==> src/swr_pkg.sv <==
package swr_pkg;
	localparam int unsigned CLK_HZ = 100_000_000;
	// times in their own units
	localparam int unsigned HOLD_TIME_MS = 200;
	localparam int unsigned WDOG_TIME_MS = 1600;
	localparam int unsigned DEBOUNCE_TIME_US = 1000;
	localparam longint unsigned HOLD_CYCLES = (longint'(HOLD_TIME_MS) * CLK_HZ) / 1000;
	localparam longint unsigned WDOG_CYCLES = (longint'(WDOG_TIME_MS) * CLK_HZ) / 1000;
	localparam longint unsigned DEBOUNCE_CYCLES = (longint'(DEBOUNCE_TIME_US) * CLK_HZ) / 1000000;
	localparam int unsigned CNT_W = 32;
	localparam int unsigned SYNC_STAGES = 2;
	// reset values
	localparam logic RESET_ACTIVE_RST = 1'b1;
	typedef enum logic [1:0] {SWR_HOLD, SWR_ARMED, SWR_RUN} swr_state_e;
endpackage : swr_pkg

==> src/swr_debounce.sv <==
module swr_debounce
	import swr_pkg::*;
#(
	parameter longint unsigned STABLE_CYCLES = DEBOUNCE_CYCLES
) (
	input wire logic ref_clk,
	input wire logic reset_n,
	input wire logic rawIn,
	output logic cleanOut
);
	logic [CNT_W-1:0] cnt_q;
	logic [CNT_W-1:0] cnt_d;
	logic clean_q;
	logic clean_d;

	// level must hold for the full window before the output follows
	always_comb begin
		cnt_d = '0;
		clean_d = clean_q;
		if (rawIn != clean_q) begin
			if (cnt_q >= CNT_W'(STABLE_CYCLES - 1)) begin
				clean_d = rawIn;
			end else begin
				cnt_d = cnt_q + 1'b1;
			end
		end
	end

	always_ff @(posedge ref_clk) begin
		if (!reset_n) begin
			cnt_q <= '0;
			clean_q <= 1'b1;
		end else begin
			cnt_q <= cnt_d;
			clean_q <= clean_d;
		end
	end

	assign cleanOut = clean_q;
endmodule : swr_debounce

==> src/swr_supervisor.sv <==
// Operation
// - manual reset low generates reset
// - manual reset active low, debounced
// - undriven manual reset reads deasserted
// - reset asserted at power-up
// - reset on supply below trip level
// - aux fail output follows comparator
// - watchdog expiry drives timeout output low
// - any kick edge or manual reset clears
// - floating kick input disables watchdog
// - active-low reset is open drain
// - reset held 200ms after cause ends
// - expiry alone never asserts reset
// - active-high reset complements active-low
// - timeout output stays low until cleared
// - timeout output low while supply low
// - timeout output releases without stretch
// - hold time extendable by adjust input
module swr_supervisor
	import swr_pkg::*;
#(
	parameter longint unsigned HOLD_COUNT = HOLD_CYCLES,
	parameter longint unsigned WDOG_COUNT = WDOG_CYCLES,
	parameter longint unsigned DEBOUNCE_COUNT = DEBOUNCE_CYCLES
) (
	input wire logic ref_clk,
	input wire logic reset_n,
	input wire logic manual_reset_in_n,
	input wire logic supply_low,
	input wire logic aux_monitor_in,
	input wire logic kick_in,
	input wire logic kick_driven,
	input wire logic [CNT_W-1:0] hold_delay_adjust,
	output logic aux_fail_out,
	output logic rstOut_n_o,
	output logic rstOut_n_oe,
	output logic rstOut,
	output logic timeout_flag_out_n
);
	import swr_pkg::*;

	logic mrSync;
	logic mrClean;
	logic supplyLowSync;
	logic auxSync;
	logic kickSync;
	logic kickDrivenSync;

	// idle high, an undriven pin reads released
	swr_sync #(.RESET_VAL(1'b1)) uMrSync (
		.ref_clk(ref_clk),
		.reset_n(reset_n),
		.asyncIn(manual_reset_in_n),
		.syncOut(mrSync)
	);
	swr_sync #(.RESET_VAL(1'b1)) uSupSync (
		.ref_clk(ref_clk),
		.reset_n(reset_n),
		.asyncIn(supply_low),
		.syncOut(supplyLowSync)
	);
	swr_sync #(.RESET_VAL(1'b0)) uAuxSync (
		.ref_clk(ref_clk),
		.reset_n(reset_n),
		.asyncIn(aux_monitor_in),
		.syncOut(auxSync)
	);
	swr_sync #(.RESET_VAL(1'b0)) uKickSync (
		.ref_clk(ref_clk),
		.reset_n(reset_n),
		.asyncIn(kick_in),
		.syncOut(kickSync)
	);
	swr_sync #(.RESET_VAL(1'b0)) uKickDrvSync (
		.ref_clk(ref_clk),
		.reset_n(reset_n),
		.asyncIn(kick_driven),
		.syncOut(kickDrivenSync)
	);

	swr_debounce #(.STABLE_CYCLES(DEBOUNCE_COUNT)) uMrDeb (
		.ref_clk(ref_clk),
		.reset_n(reset_n),
		.rawIn(mrSync),
		.cleanOut(mrClean)
	);

	// ---------------- reset generator ----------------
	logic [CNT_W-1:0] holdCnt_q;
	logic [CNT_W-1:0] holdCnt_d;
	logic rstAct_q;
	logic rstAct_d;
	logic [CNT_W-1:0] holdTarget;
	logic resetCause;

	// adjust input lengthens hold, never shortens
	always_comb begin
		holdTarget = CNT_W'(HOLD_COUNT);
		if (hold_delay_adjust > CNT_W'(HOLD_COUNT)) begin
			holdTarget = hold_delay_adjust;
		end
	end

	// causes of reset; watchdog deliberately absent
	assign resetCause = !mrClean || supplyLowSync;

	always_comb begin
		holdCnt_d = holdCnt_q;
		rstAct_d = rstAct_q;
		if (resetCause) begin
			holdCnt_d = '0;
			rstAct_d = 1'b1;
		end else if (rstAct_q) begin
			if (holdCnt_q >= holdTarget - 1'b1) begin
				rstAct_d = 1'b0;
				holdCnt_d = '0;
			end else begin
				holdCnt_d = holdCnt_q + 1'b1;
			end
		end
	end

	// power-up starts in reset with hold pending
	always_ff @(posedge ref_clk) begin
		if (!reset_n) begin
			holdCnt_q <= '0;
			rstAct_q <= RESET_ACTIVE_RST;
		end else begin
			holdCnt_q <= holdCnt_d;
			rstAct_q <= rstAct_d;
		end
	end

	assign rstOut_n_o = 1'b0;
	assign rstOut_n_oe = rstAct_q;
	assign rstOut = rstAct_q;

	// ---------------- power-fail ----------------
	logic auxFail_q;
	logic auxFail_d;
	always_comb begin
		auxFail_d = auxSync;
	end
	always_ff @(posedge ref_clk) begin
		if (!reset_n) begin
			auxFail_q <= 1'b0;
		end else begin
			auxFail_q <= auxFail_d;
		end
	end
	assign aux_fail_out = auxFail_q;

	// ---------------- watchdog ----------------
	logic [CNT_W-1:0] wdCnt_q;
	logic [CNT_W-1:0] wdCnt_d;
	logic kickPrev_q;
	logic kickPrev_d;
	logic expired_q;
	logic expired_d;
	swr_state_e wdState_q;
	swr_state_e wdState_d;
	logic kickEdge;
	logic wdClear;

	assign kickEdge = kickSync != kickPrev_q;
	// both kick edges and manual reset clear
	assign wdClear = kickEdge || !mrClean;

	always_comb begin
		wdCnt_d = wdCnt_q;
		expired_d = expired_q;
		wdState_d = wdState_q;
		kickPrev_d = kickSync;
		unique case (wdState_q)
			SWR_HOLD: begin
				wdCnt_d = '0;
				expired_d = 1'b0;
				if (!supplyLowSync) begin
					wdState_d = SWR_ARMED;
				end
			end
			SWR_ARMED: begin
				wdCnt_d = '0;
				expired_d = 1'b0;
				if (kickDrivenSync) begin
					wdState_d = SWR_RUN;
				end
			end
			SWR_RUN: begin
				if (!kickDrivenSync) begin
					wdState_d = SWR_ARMED;
					wdCnt_d = '0;
					expired_d = 1'b0;
				end else if (wdClear) begin
					wdCnt_d = '0;
					expired_d = 1'b0;
				end else if (wdCnt_q >= CNT_W'(WDOG_COUNT - 1)) begin
					expired_d = 1'b1;
				end else begin
					wdCnt_d = wdCnt_q + 1'b1;
				end
			end
		endcase
		// supply low overrides
		// clearing the latch lets the flag rise at once when supply returns
		if (supplyLowSync) begin
			wdState_d = SWR_HOLD;
			wdCnt_d = '0;
			expired_d = 1'b0;
		end
	end

	always_ff @(posedge ref_clk) begin
		if (!reset_n) begin
			wdCnt_q <= '0;
			kickPrev_q <= 1'b0;
			expired_q <= 1'b0;
			wdState_q <= SWR_HOLD;
		end else begin
			wdCnt_q <= wdCnt_d;
			kickPrev_q <= kickPrev_d;
			expired_q <= expired_d;
			wdState_q <= wdState_d;
		end
	end

	// no stretch: direct from supply and latch
	assign timeout_flag_out_n = !(expired_q || supplyLowSync);

	// checks
	a_mr_reset: assert property (@(posedge ref_clk) disable iff (!reset_n)
		!mrClean |=> rstOut)
		else $error("manual reset did not assert reset");

	a_mr_debounced: assert property (@(posedge ref_clk) disable iff (!reset_n)
		$changed(mrClean) |-> mrClean == $past(mrSync))
		else $error("filtered manual reset changed without input");

	a_supply_reset: assert property (@(posedge ref_clk) disable iff (!reset_n)
		supplyLowSync |=> rstOut && rstOut_n_oe)
		else $error("supply low did not assert reset");

	a_aux_track: assert property (@(posedge ref_clk) disable iff (!reset_n)
		aux_fail_out == $past(auxSync))
		else $error("aux fail output does not track input");

	a_wdo_supply: assert property (@(posedge ref_clk) disable iff (!reset_n)
		supplyLowSync |-> !timeout_flag_out_n)
		else $error("timeout output high while supply low");

	a_wd_supply_hold: assert property (@(posedge ref_clk) disable iff (!reset_n)
		supplyLowSync |=> wdCnt_q == '0 && !expired_q)
		else $error("watchdog kept state while supply low");

	a_wdo_release: assert property (@(posedge ref_clk) disable iff (!reset_n)
		$fell(supplyLowSync) && !expired_q |-> timeout_flag_out_n)
		else $error("timeout output stretched after supply return");

	a_rst_compl: assert property (@(posedge ref_clk) disable iff (!reset_n)
		rstOut == rstOut_n_oe && !rstOut_n_o)
		else $error("reset outputs not complementary");

	a_hold_start: assert property (@(posedge ref_clk) disable iff (!reset_n)
		$fell(resetCause) |-> rstOut [*8])
		else $error("reset released without hold");

	a_hold_release: assert property (@(posedge ref_clk) disable iff (!reset_n)
		(rstAct_q && !resetCause && holdCnt_q >= holdTarget - 1'b1) |=> !rstOut)
		else $error("reset held past hold time");

	a_wdo_expiry: assert property (@(posedge ref_clk) disable iff (!reset_n)
		(wdState_q == SWR_RUN && kickDrivenSync && !wdClear && !supplyLowSync
		&& wdCnt_q >= CNT_W'(WDOG_COUNT - 1)) |=> !timeout_flag_out_n)
		else $error("watchdog period passed without timeout");

	a_wdo_latched: assert property (@(posedge ref_clk) disable iff (!reset_n)
		(expired_q && !wdClear && kickDrivenSync && !supplyLowSync) |=> expired_q)
		else $error("timeout released without clear");

	a_kick_clear: assert property (@(posedge ref_clk) disable iff (!reset_n)
		(wdState_q == SWR_RUN && kickEdge && !supplyLowSync && kickDrivenSync)
		|=> wdCnt_q == '0 && !expired_q)
		else $error("kick edge did not clear watchdog");

	a_mr_wd_clear: assert property (@(posedge ref_clk) disable iff (!reset_n)
		!mrClean |=> wdCnt_q == '0 && !expired_q)
		else $error("manual reset did not clear watchdog");

	a_wd_disabled: assert property (@(posedge ref_clk) disable iff (!reset_n)
		!kickDrivenSync |=> !expired_q)
		else $error("watchdog ran while kick undriven");

	a_wd_notrst: assert property (@(posedge ref_clk) disable iff (!reset_n)
		(expired_q && !resetCause && !rstAct_q) |=> !rstOut)
		else $error("expiry asserted reset");
endmodule : swr_supervisor

==> src/swr_sync.sv <==
module swr_sync
	import swr_pkg::*;
#(
	parameter logic RESET_VAL = 1'b1
) (
	input wire logic ref_clk,
	input wire logic reset_n,
	input wire logic asyncIn,
	output logic syncOut
);
	logic meta_q;
	logic meta_d;
	logic sync_q;
	logic sync_d;

	always_comb begin
		meta_d = asyncIn;
		sync_d = meta_q;
	end

	always_ff @(posedge ref_clk) begin
		if (!reset_n) begin
			meta_q <= RESET_VAL;
			sync_q <= RESET_VAL;
		end else begin
			meta_q <= meta_d;
			sync_q <= sync_d;
		end
	end

	assign syncOut = sync_q;
endmodule : swr_sync

==> config.mk <==
export PLATFORM = sky130hd
export DESIGN_NAME = swr_supervisor
export DESIGN_NICKNAME = d
export VERILOG_FILES = /design/src/swr_pkg.sv /design/src/swr_debounce.sv /design/src/swr_supervisor.sv /design/src/swr_sync.sv
export SDC_FILE = /design/constraint.sdc
export NUM_CORES = 1
export LEC_CHECK = 0
export BUFFER_PORTS_ARGS = -buffer_cell sky130_fd_sc_hd__buf_2
export CORE_ASPECT_RATIO = 1.1
export CORE_MARGIN = 8
export CORE_UTILIZATION = 60
export CTS_BUF_LIST = sky130_fd_sc_hd__clkbuf_8
export DETAILED_ROUTE_END_ITERATION = 7
export GPL_ROUTABILITY_DRIVEN = 1
export GPL_TIMING_DRIVEN = 0
export PLACE_DENSITY_LB_ADDON = 0.25
export SLEW_MARGIN = 20
export SYNTH_ARGS = -nofsm -noshare
export SYNTH_HDL_FRONTEND = slang
export SYNTH_SLANG_ARGS = --single-unit
==> constraint.sdc <==
create_clock -name ref_clk -period 13.9 [get_ports ref_clk]
set_input_delay 1.39 -clock ref_clk [delete_from_list [all_inputs] [get_ports ref_clk]]
set_output_delay 1.39 -clock ref_clk [all_outputs]
set_load 0.03 [all_outputs]
==> out/summary.txt <==
STA
----------------------------------------------------------------------------------------------------
Rel. slew slack                                                                                56.6%
Unrepaired setup endpoints after global routing                                                false
Max Clk Rate                                                                               0.131 GHz
Final count of pins violating max slew                                                             0
Least-Margin Pin Slew                                                                       0.647 ns
Total negative slack                                                                            0 ns
Portion of the clock cycle consumed by the worst path in the final layout                      54.9%
Final Skew                                                                                 0.0114 ns
Number of failing hold endpoints at the final stage                                                0
Post-layout minimum cycle time                                                               7.63 ns
Endpoints failing setup                                                                            0

FLOORPLAN
----------------------------------------------------------------------------------------------------
Die span in y                                                                                 122 um
I/O pins                                                                                          44
Row count                                                                                         38
Width of the die                                                                              113 um
Starting utilization of the core area                                                          61.9%
CORE AREA                                                                                  9940 um^2
Die Area                                                                                 13,700 um^2

SYNTH
----------------------------------------------------------------------------------------------------
Per-instance average area after synthesis                                                  8.16 um^2
Sequential area share after synthesis                                                          36.8%
Number of warnings issued by yosys                                                                 0
Adder-cell share of the synthesized area                                                       7.33%
Number of synthesized flops with an enable pin                                                     0
Count of unique library cells instantiated by Yosys                                               60
Cell count after synthesis                                                                       753
Syn Std Cell Area                                                                          6150 um^2
Mux contribution to synthesized area                                                          0.488%
Top FF cell, synth                                                                      sky130_fd_sc_hd__dfxtp_1
Share of synthesized cell area in and, or, nand and nor gates                                  30.5%
Largest family of logic cells by synthesized area                                       simple AND/OR/NAND/NOR gates
Compound-Gate Fraction of Synth Area                                                           12.7%
Asr flop ratio synth                                                                              0%
Flop and latch count out of synthesis                                                            113
XOR/XNOR share of the synthesized area                                                         9.26%

FINAL LAYOUT
----------------------------------------------------------------------------------------------------
Ratio of cells with drive above 1 in the final layout                                          10.6%
Number of antenna repair diodes                                                                    0
Layout net count                                                                                 904
Layout area overhead                                                                           12.9%
Filler cell count                                                                                795
Post-layout utilization of the core                                                            69.9%

GLOBAL ROUTING
----------------------------------------------------------------------------------------------------
Total routing usage reported by global routing                                                 21.1%
Met3 global-route usage                                                                        4.80%
Final global-route overflow total                                                                  0
First-pass GRT wire length                                                                 24,400 um
Busiest grt layer                                                                               met2
Initial antenna violation count                                                                    0
Largest net degree at the start of global routing                                                 17
Number of global-route vias before repair                                                      5,629
M1 GR Usage                                                                                    24.1%
Met2 Usage GRT                                                                                 37.9%

SETUP PATH
----------------------------------------------------------------------------------------------------
Slowest library cell on the worst path                                                  sky130_fd_sc_hd__or4_1
Path type of the worst setup path                                                       primary input to flip-flop
Max FO, Critical Path                                                                             10
Kind of end point of the critical path                                                     flip-flop
Critical Path RT                                                                            14.23 ns
Crit start category                                                                     primary input
Largest stage delay, worst path                                                              0.53 ns
Arrival @ worst endpoint                                                                     7.96 ns
Setup slack on the worst flop-to-flop path                                                  10.90 ns

DETAILED ROUTING
----------------------------------------------------------------------------------------------------
First-iteration detailed-routing DRC count                                                       398
Detailed-routing iteration count for the pre-antenna-repair pass                                   6
Count of nets left with antenna violations after detail routing                                    0
Routed WL per cell                                                                           14.7 um
Final Routed Wirelength                                                                    14,200 um
Total number of vias                                                                           5,758
Number of remaining DRC errors                                                                     0
Ratio of routed vias to standard cells                                                          5.99

PLACEMENT
----------------------------------------------------------------------------------------------------
Final Wtd Congestion                                                                           0.981
Count of input and output buffers                                                                 42
DPL Wire Length                                                                            10,700 um

PWR
----------------------------------------------------------------------------------------------------
Maximum resistive drop on vdd                                                              0.0719 mV
Power Dens Cells                                                                        93.5 nW/um^2
Total power                                                                                   649 uW
Static Leak                                                                               0.00262 uW

CLOCKING
----------------------------------------------------------------------------------------------------
Number of clock buffers inserted by TritonCTS                                                     17
Post CTS Setup Buffer Count                                                                        0
Clk Latency, worst-skew pair                                                                 0.43 ns
CTS root buf                                                                            sky130_fd_sc_hd__clkbuf_8
Maximum clock insertion buffer count                                                               2
Post-CTS resize count                                                                              0
Count of hold buffers inserted by post-cts repair                                                  0
Clock-pin slew reported for the worst setup and hold paths after clock tree synthesis        0.07 ns
Depth of the CTS H-tree                                                                            4
Total number of clock tree sinks                                                                 113
TritonCTS clock tree                                                                           built

MIN PATH
----------------------------------------------------------------------------------------------------
Worst min-delay path class                                                              flip-flop to flip-flop

FLOW RUN
----------------------------------------------------------------------------------------------------
Number of maximum-capacitance constraint violations                                                0

OUTCOME
----------------------------------------------------------------------------------------------------
Status                                                                                  finished, final reports clean

kinds of logic (layout without fill, tap and decap cells):
group | after synthesis | count (layout)
AND/OR/NAND/NOR | 373 | 373
other | 1 | 16
adder cells (fa/ha/maj) | 36 | 36
AO/OA/AOI/OAI | 118 | 118
flip-flops | 113 | 113
buffers and inverters | 44 | 118
XOR/XNOR | 65 | 65
multiplexers | 3 | 3
layer usage:
layer | routed length, um | share of wire [%] | vias to the layer above
met3 | 810 | 5.7 | 30
met4 | 220 | 1.6 | 0
met1 | 6040 | 43 | 2727
li1 | - | - | 2849
met5 | 0 | 0 | -
met2 | 7090 | 50 | 152
layout by cell type, fill, tap and decap left out, types with 4 or more instances in the layout:
cell                         instances
sky130_fd_sc_hd__a21o_1              4
sky130_fd_sc_hd__a21oi_1            16
sky130_fd_sc_hd__a22oi_1             9
sky130_fd_sc_hd__a31oi_1            25
sky130_fd_sc_hd__a32oi_1             5
sky130_fd_sc_hd__and2_1             13
sky130_fd_sc_hd__and3_1             17
sky130_fd_sc_hd__and4_1              5
sky130_fd_sc_hd__buf_2              44
sky130_fd_sc_hd__clkbuf_1           24
sky130_fd_sc_hd__clkbuf_8           19
sky130_fd_sc_hd__clkinv_4            5
sky130_fd_sc_hd__clkinvlp_4          4
sky130_fd_sc_hd__conb_1             16
sky130_fd_sc_hd__dfxtp_1           113
sky130_fd_sc_hd__ha_1               36
sky130_fd_sc_hd__inv_1              17
sky130_fd_sc_hd__nand2_1            78
sky130_fd_sc_hd__nand2b_1           10
sky130_fd_sc_hd__nand3_1            38
sky130_fd_sc_hd__nand4_1            29
sky130_fd_sc_hd__nor2_1            104
sky130_fd_sc_hd__nor3_1             32
sky130_fd_sc_hd__nor4_1             10
sky130_fd_sc_hd__o21ai_0            24
sky130_fd_sc_hd__o31ai_1             7
sky130_fd_sc_hd__or3_1              11
sky130_fd_sc_hd__xnor2_1            26
sky130_fd_sc_hd__xor2_1             39
flip-flops by register name (all words and copies together), names as in the netlist:
name	count
uAuxSync.meta_q	1
uMrSync.meta_q	1
uMrSync.syncOut	1
kickPrev_q	1
uMrDeb.cleanOut	1
uKickDrvSync.syncOut	1
uKickSync.meta_q	1
aux_fail_out	1
uSupSync.syncOut	1
holdCnt_q	32
expired_q	1
uKickDrvSync.meta_q	1
uMrDeb.cnt_q	32
uSupSync.meta_q	1
wdCnt_q	32
wdState_q	2
uKickSync.syncOut	1
uAuxSync.syncOut	1
rstOut	1
Yosys cell counts, types with 2 or more instances:
master	count	area share (%)
sky130_fd_sc_hd__a211o_1	2	0.29
sky130_fd_sc_hd__a211oi_1	3	0.37
sky130_fd_sc_hd__a21boi_0	2	0.24
sky130_fd_sc_hd__a21o_1	4	0.49
sky130_fd_sc_hd__a21oi_1	16	1.3
sky130_fd_sc_hd__a221oi_1	2	0.29
sky130_fd_sc_hd__a22oi_1	9	1.1
sky130_fd_sc_hd__a31oi_1	25	2.5
sky130_fd_sc_hd__a32oi_1	5	0.71
sky130_fd_sc_hd__and2_1	13	1.3
sky130_fd_sc_hd__and3_1	17	1.7
sky130_fd_sc_hd__and4_1	5	0.71
sky130_fd_sc_hd__buf_2	2	0.16
sky130_fd_sc_hd__buf_4	2	0.24
sky130_fd_sc_hd__clkbuf_1	24	1.5
sky130_fd_sc_hd__dfxtp_1	113	37
sky130_fd_sc_hd__ha_1	36	7.3
sky130_fd_sc_hd__inv_1	15	0.92
sky130_fd_sc_hd__mux2i_1	3	0.49
sky130_fd_sc_hd__nand2_1	78	4.8
sky130_fd_sc_hd__nand2b_1	10	1.0
sky130_fd_sc_hd__nand3_1	38	3.1
sky130_fd_sc_hd__nand3b_1	2	0.24
sky130_fd_sc_hd__nand4_1	29	3.0
sky130_fd_sc_hd__nand4bb_1	2	0.37
sky130_fd_sc_hd__nor2_1	104	6.4
sky130_fd_sc_hd__nor2b_1	3	0.31
sky130_fd_sc_hd__nor3_1	32	2.6
sky130_fd_sc_hd__nor3_2	3	0.49
sky130_fd_sc_hd__nor3b_1	2	0.24
sky130_fd_sc_hd__nor3b_2	2	0.41
sky130_fd_sc_hd__nor4_1	10	1.0
sky130_fd_sc_hd__o2111ai_1	3	0.43
sky130_fd_sc_hd__o211ai_1	3	0.37
sky130_fd_sc_hd__o21a_1	2	0.24
sky130_fd_sc_hd__o21ai_0	24	2.0
sky130_fd_sc_hd__o22ai_1	2	0.20
sky130_fd_sc_hd__o31ai_1	7	0.85
sky130_fd_sc_hd__or2_2	3	0.31
sky130_fd_sc_hd__or3_1	11	1.1
sky130_fd_sc_hd__or4_1	3	0.37
sky130_fd_sc_hd__xnor2_1	26	3.7
sky130_fd_sc_hd__xor2_1	39	5.6
per-stage QoR:
step	std cells	hold slack, ns	area [um^2]	setup WS, ns
6_report	962	0.419	6940	6.27
5_1_grt	962	0.435	6940	5.82
4_1_cts	962	0.425	6940	6.38
3_5_place_dp	930	0.408	6560	6.01
3_3_place_gp	930	0.389	6560	6.26
2_1_floorplan	768	0.386	6200	7.37
where the power goes:
group	total [uW]	switching [uW]	internal [uW]
sequential	329	1.41	328
combinational	33.3	19.0	14.3
clock	286	136	150
critical path: cells and delay by family:
family / cells / cell delay [ns]
muxes: 1 / 0.25
and+or+nand+nor: 10 / 2.93
buffers and inverters: 7 / 1.41
adders and majority gates: 2 / 0.42
AOI/OAI and AO/OA: 5 / 1.58
worst paths after layout:
kind	startpoint	to	depth (start not counted)
min reg2reg	uSupSync.meta_q	uSupSync.syncOut	1
max reg2reg	holdCnt_q[27]	holdCnt_q[7]	9
min	uSupSync.meta_q	uSupSync.syncOut	1
max	hold_delay_adjust[2]	holdCnt_q[7]	25
area by class of cell:
type / count / area [um^2] / share of cell area [%]
Sequential cell: 113 / 2260 / 32.6
Clock buffer: 19 / 262 / 3.77
Inverter: 15 / 56.3 / 0.811
Tap cell: 120 / 150 / 2.16
Buffer: 29 / 119 / 1.71
Multi-Input combinational cell: 611 / 3770 / 54.3
Timing Repair Buffer: 42 / 210 / 3.03
Clock inverter: 13 / 116 / 1.68
Power figures use the tool's default switching activity.
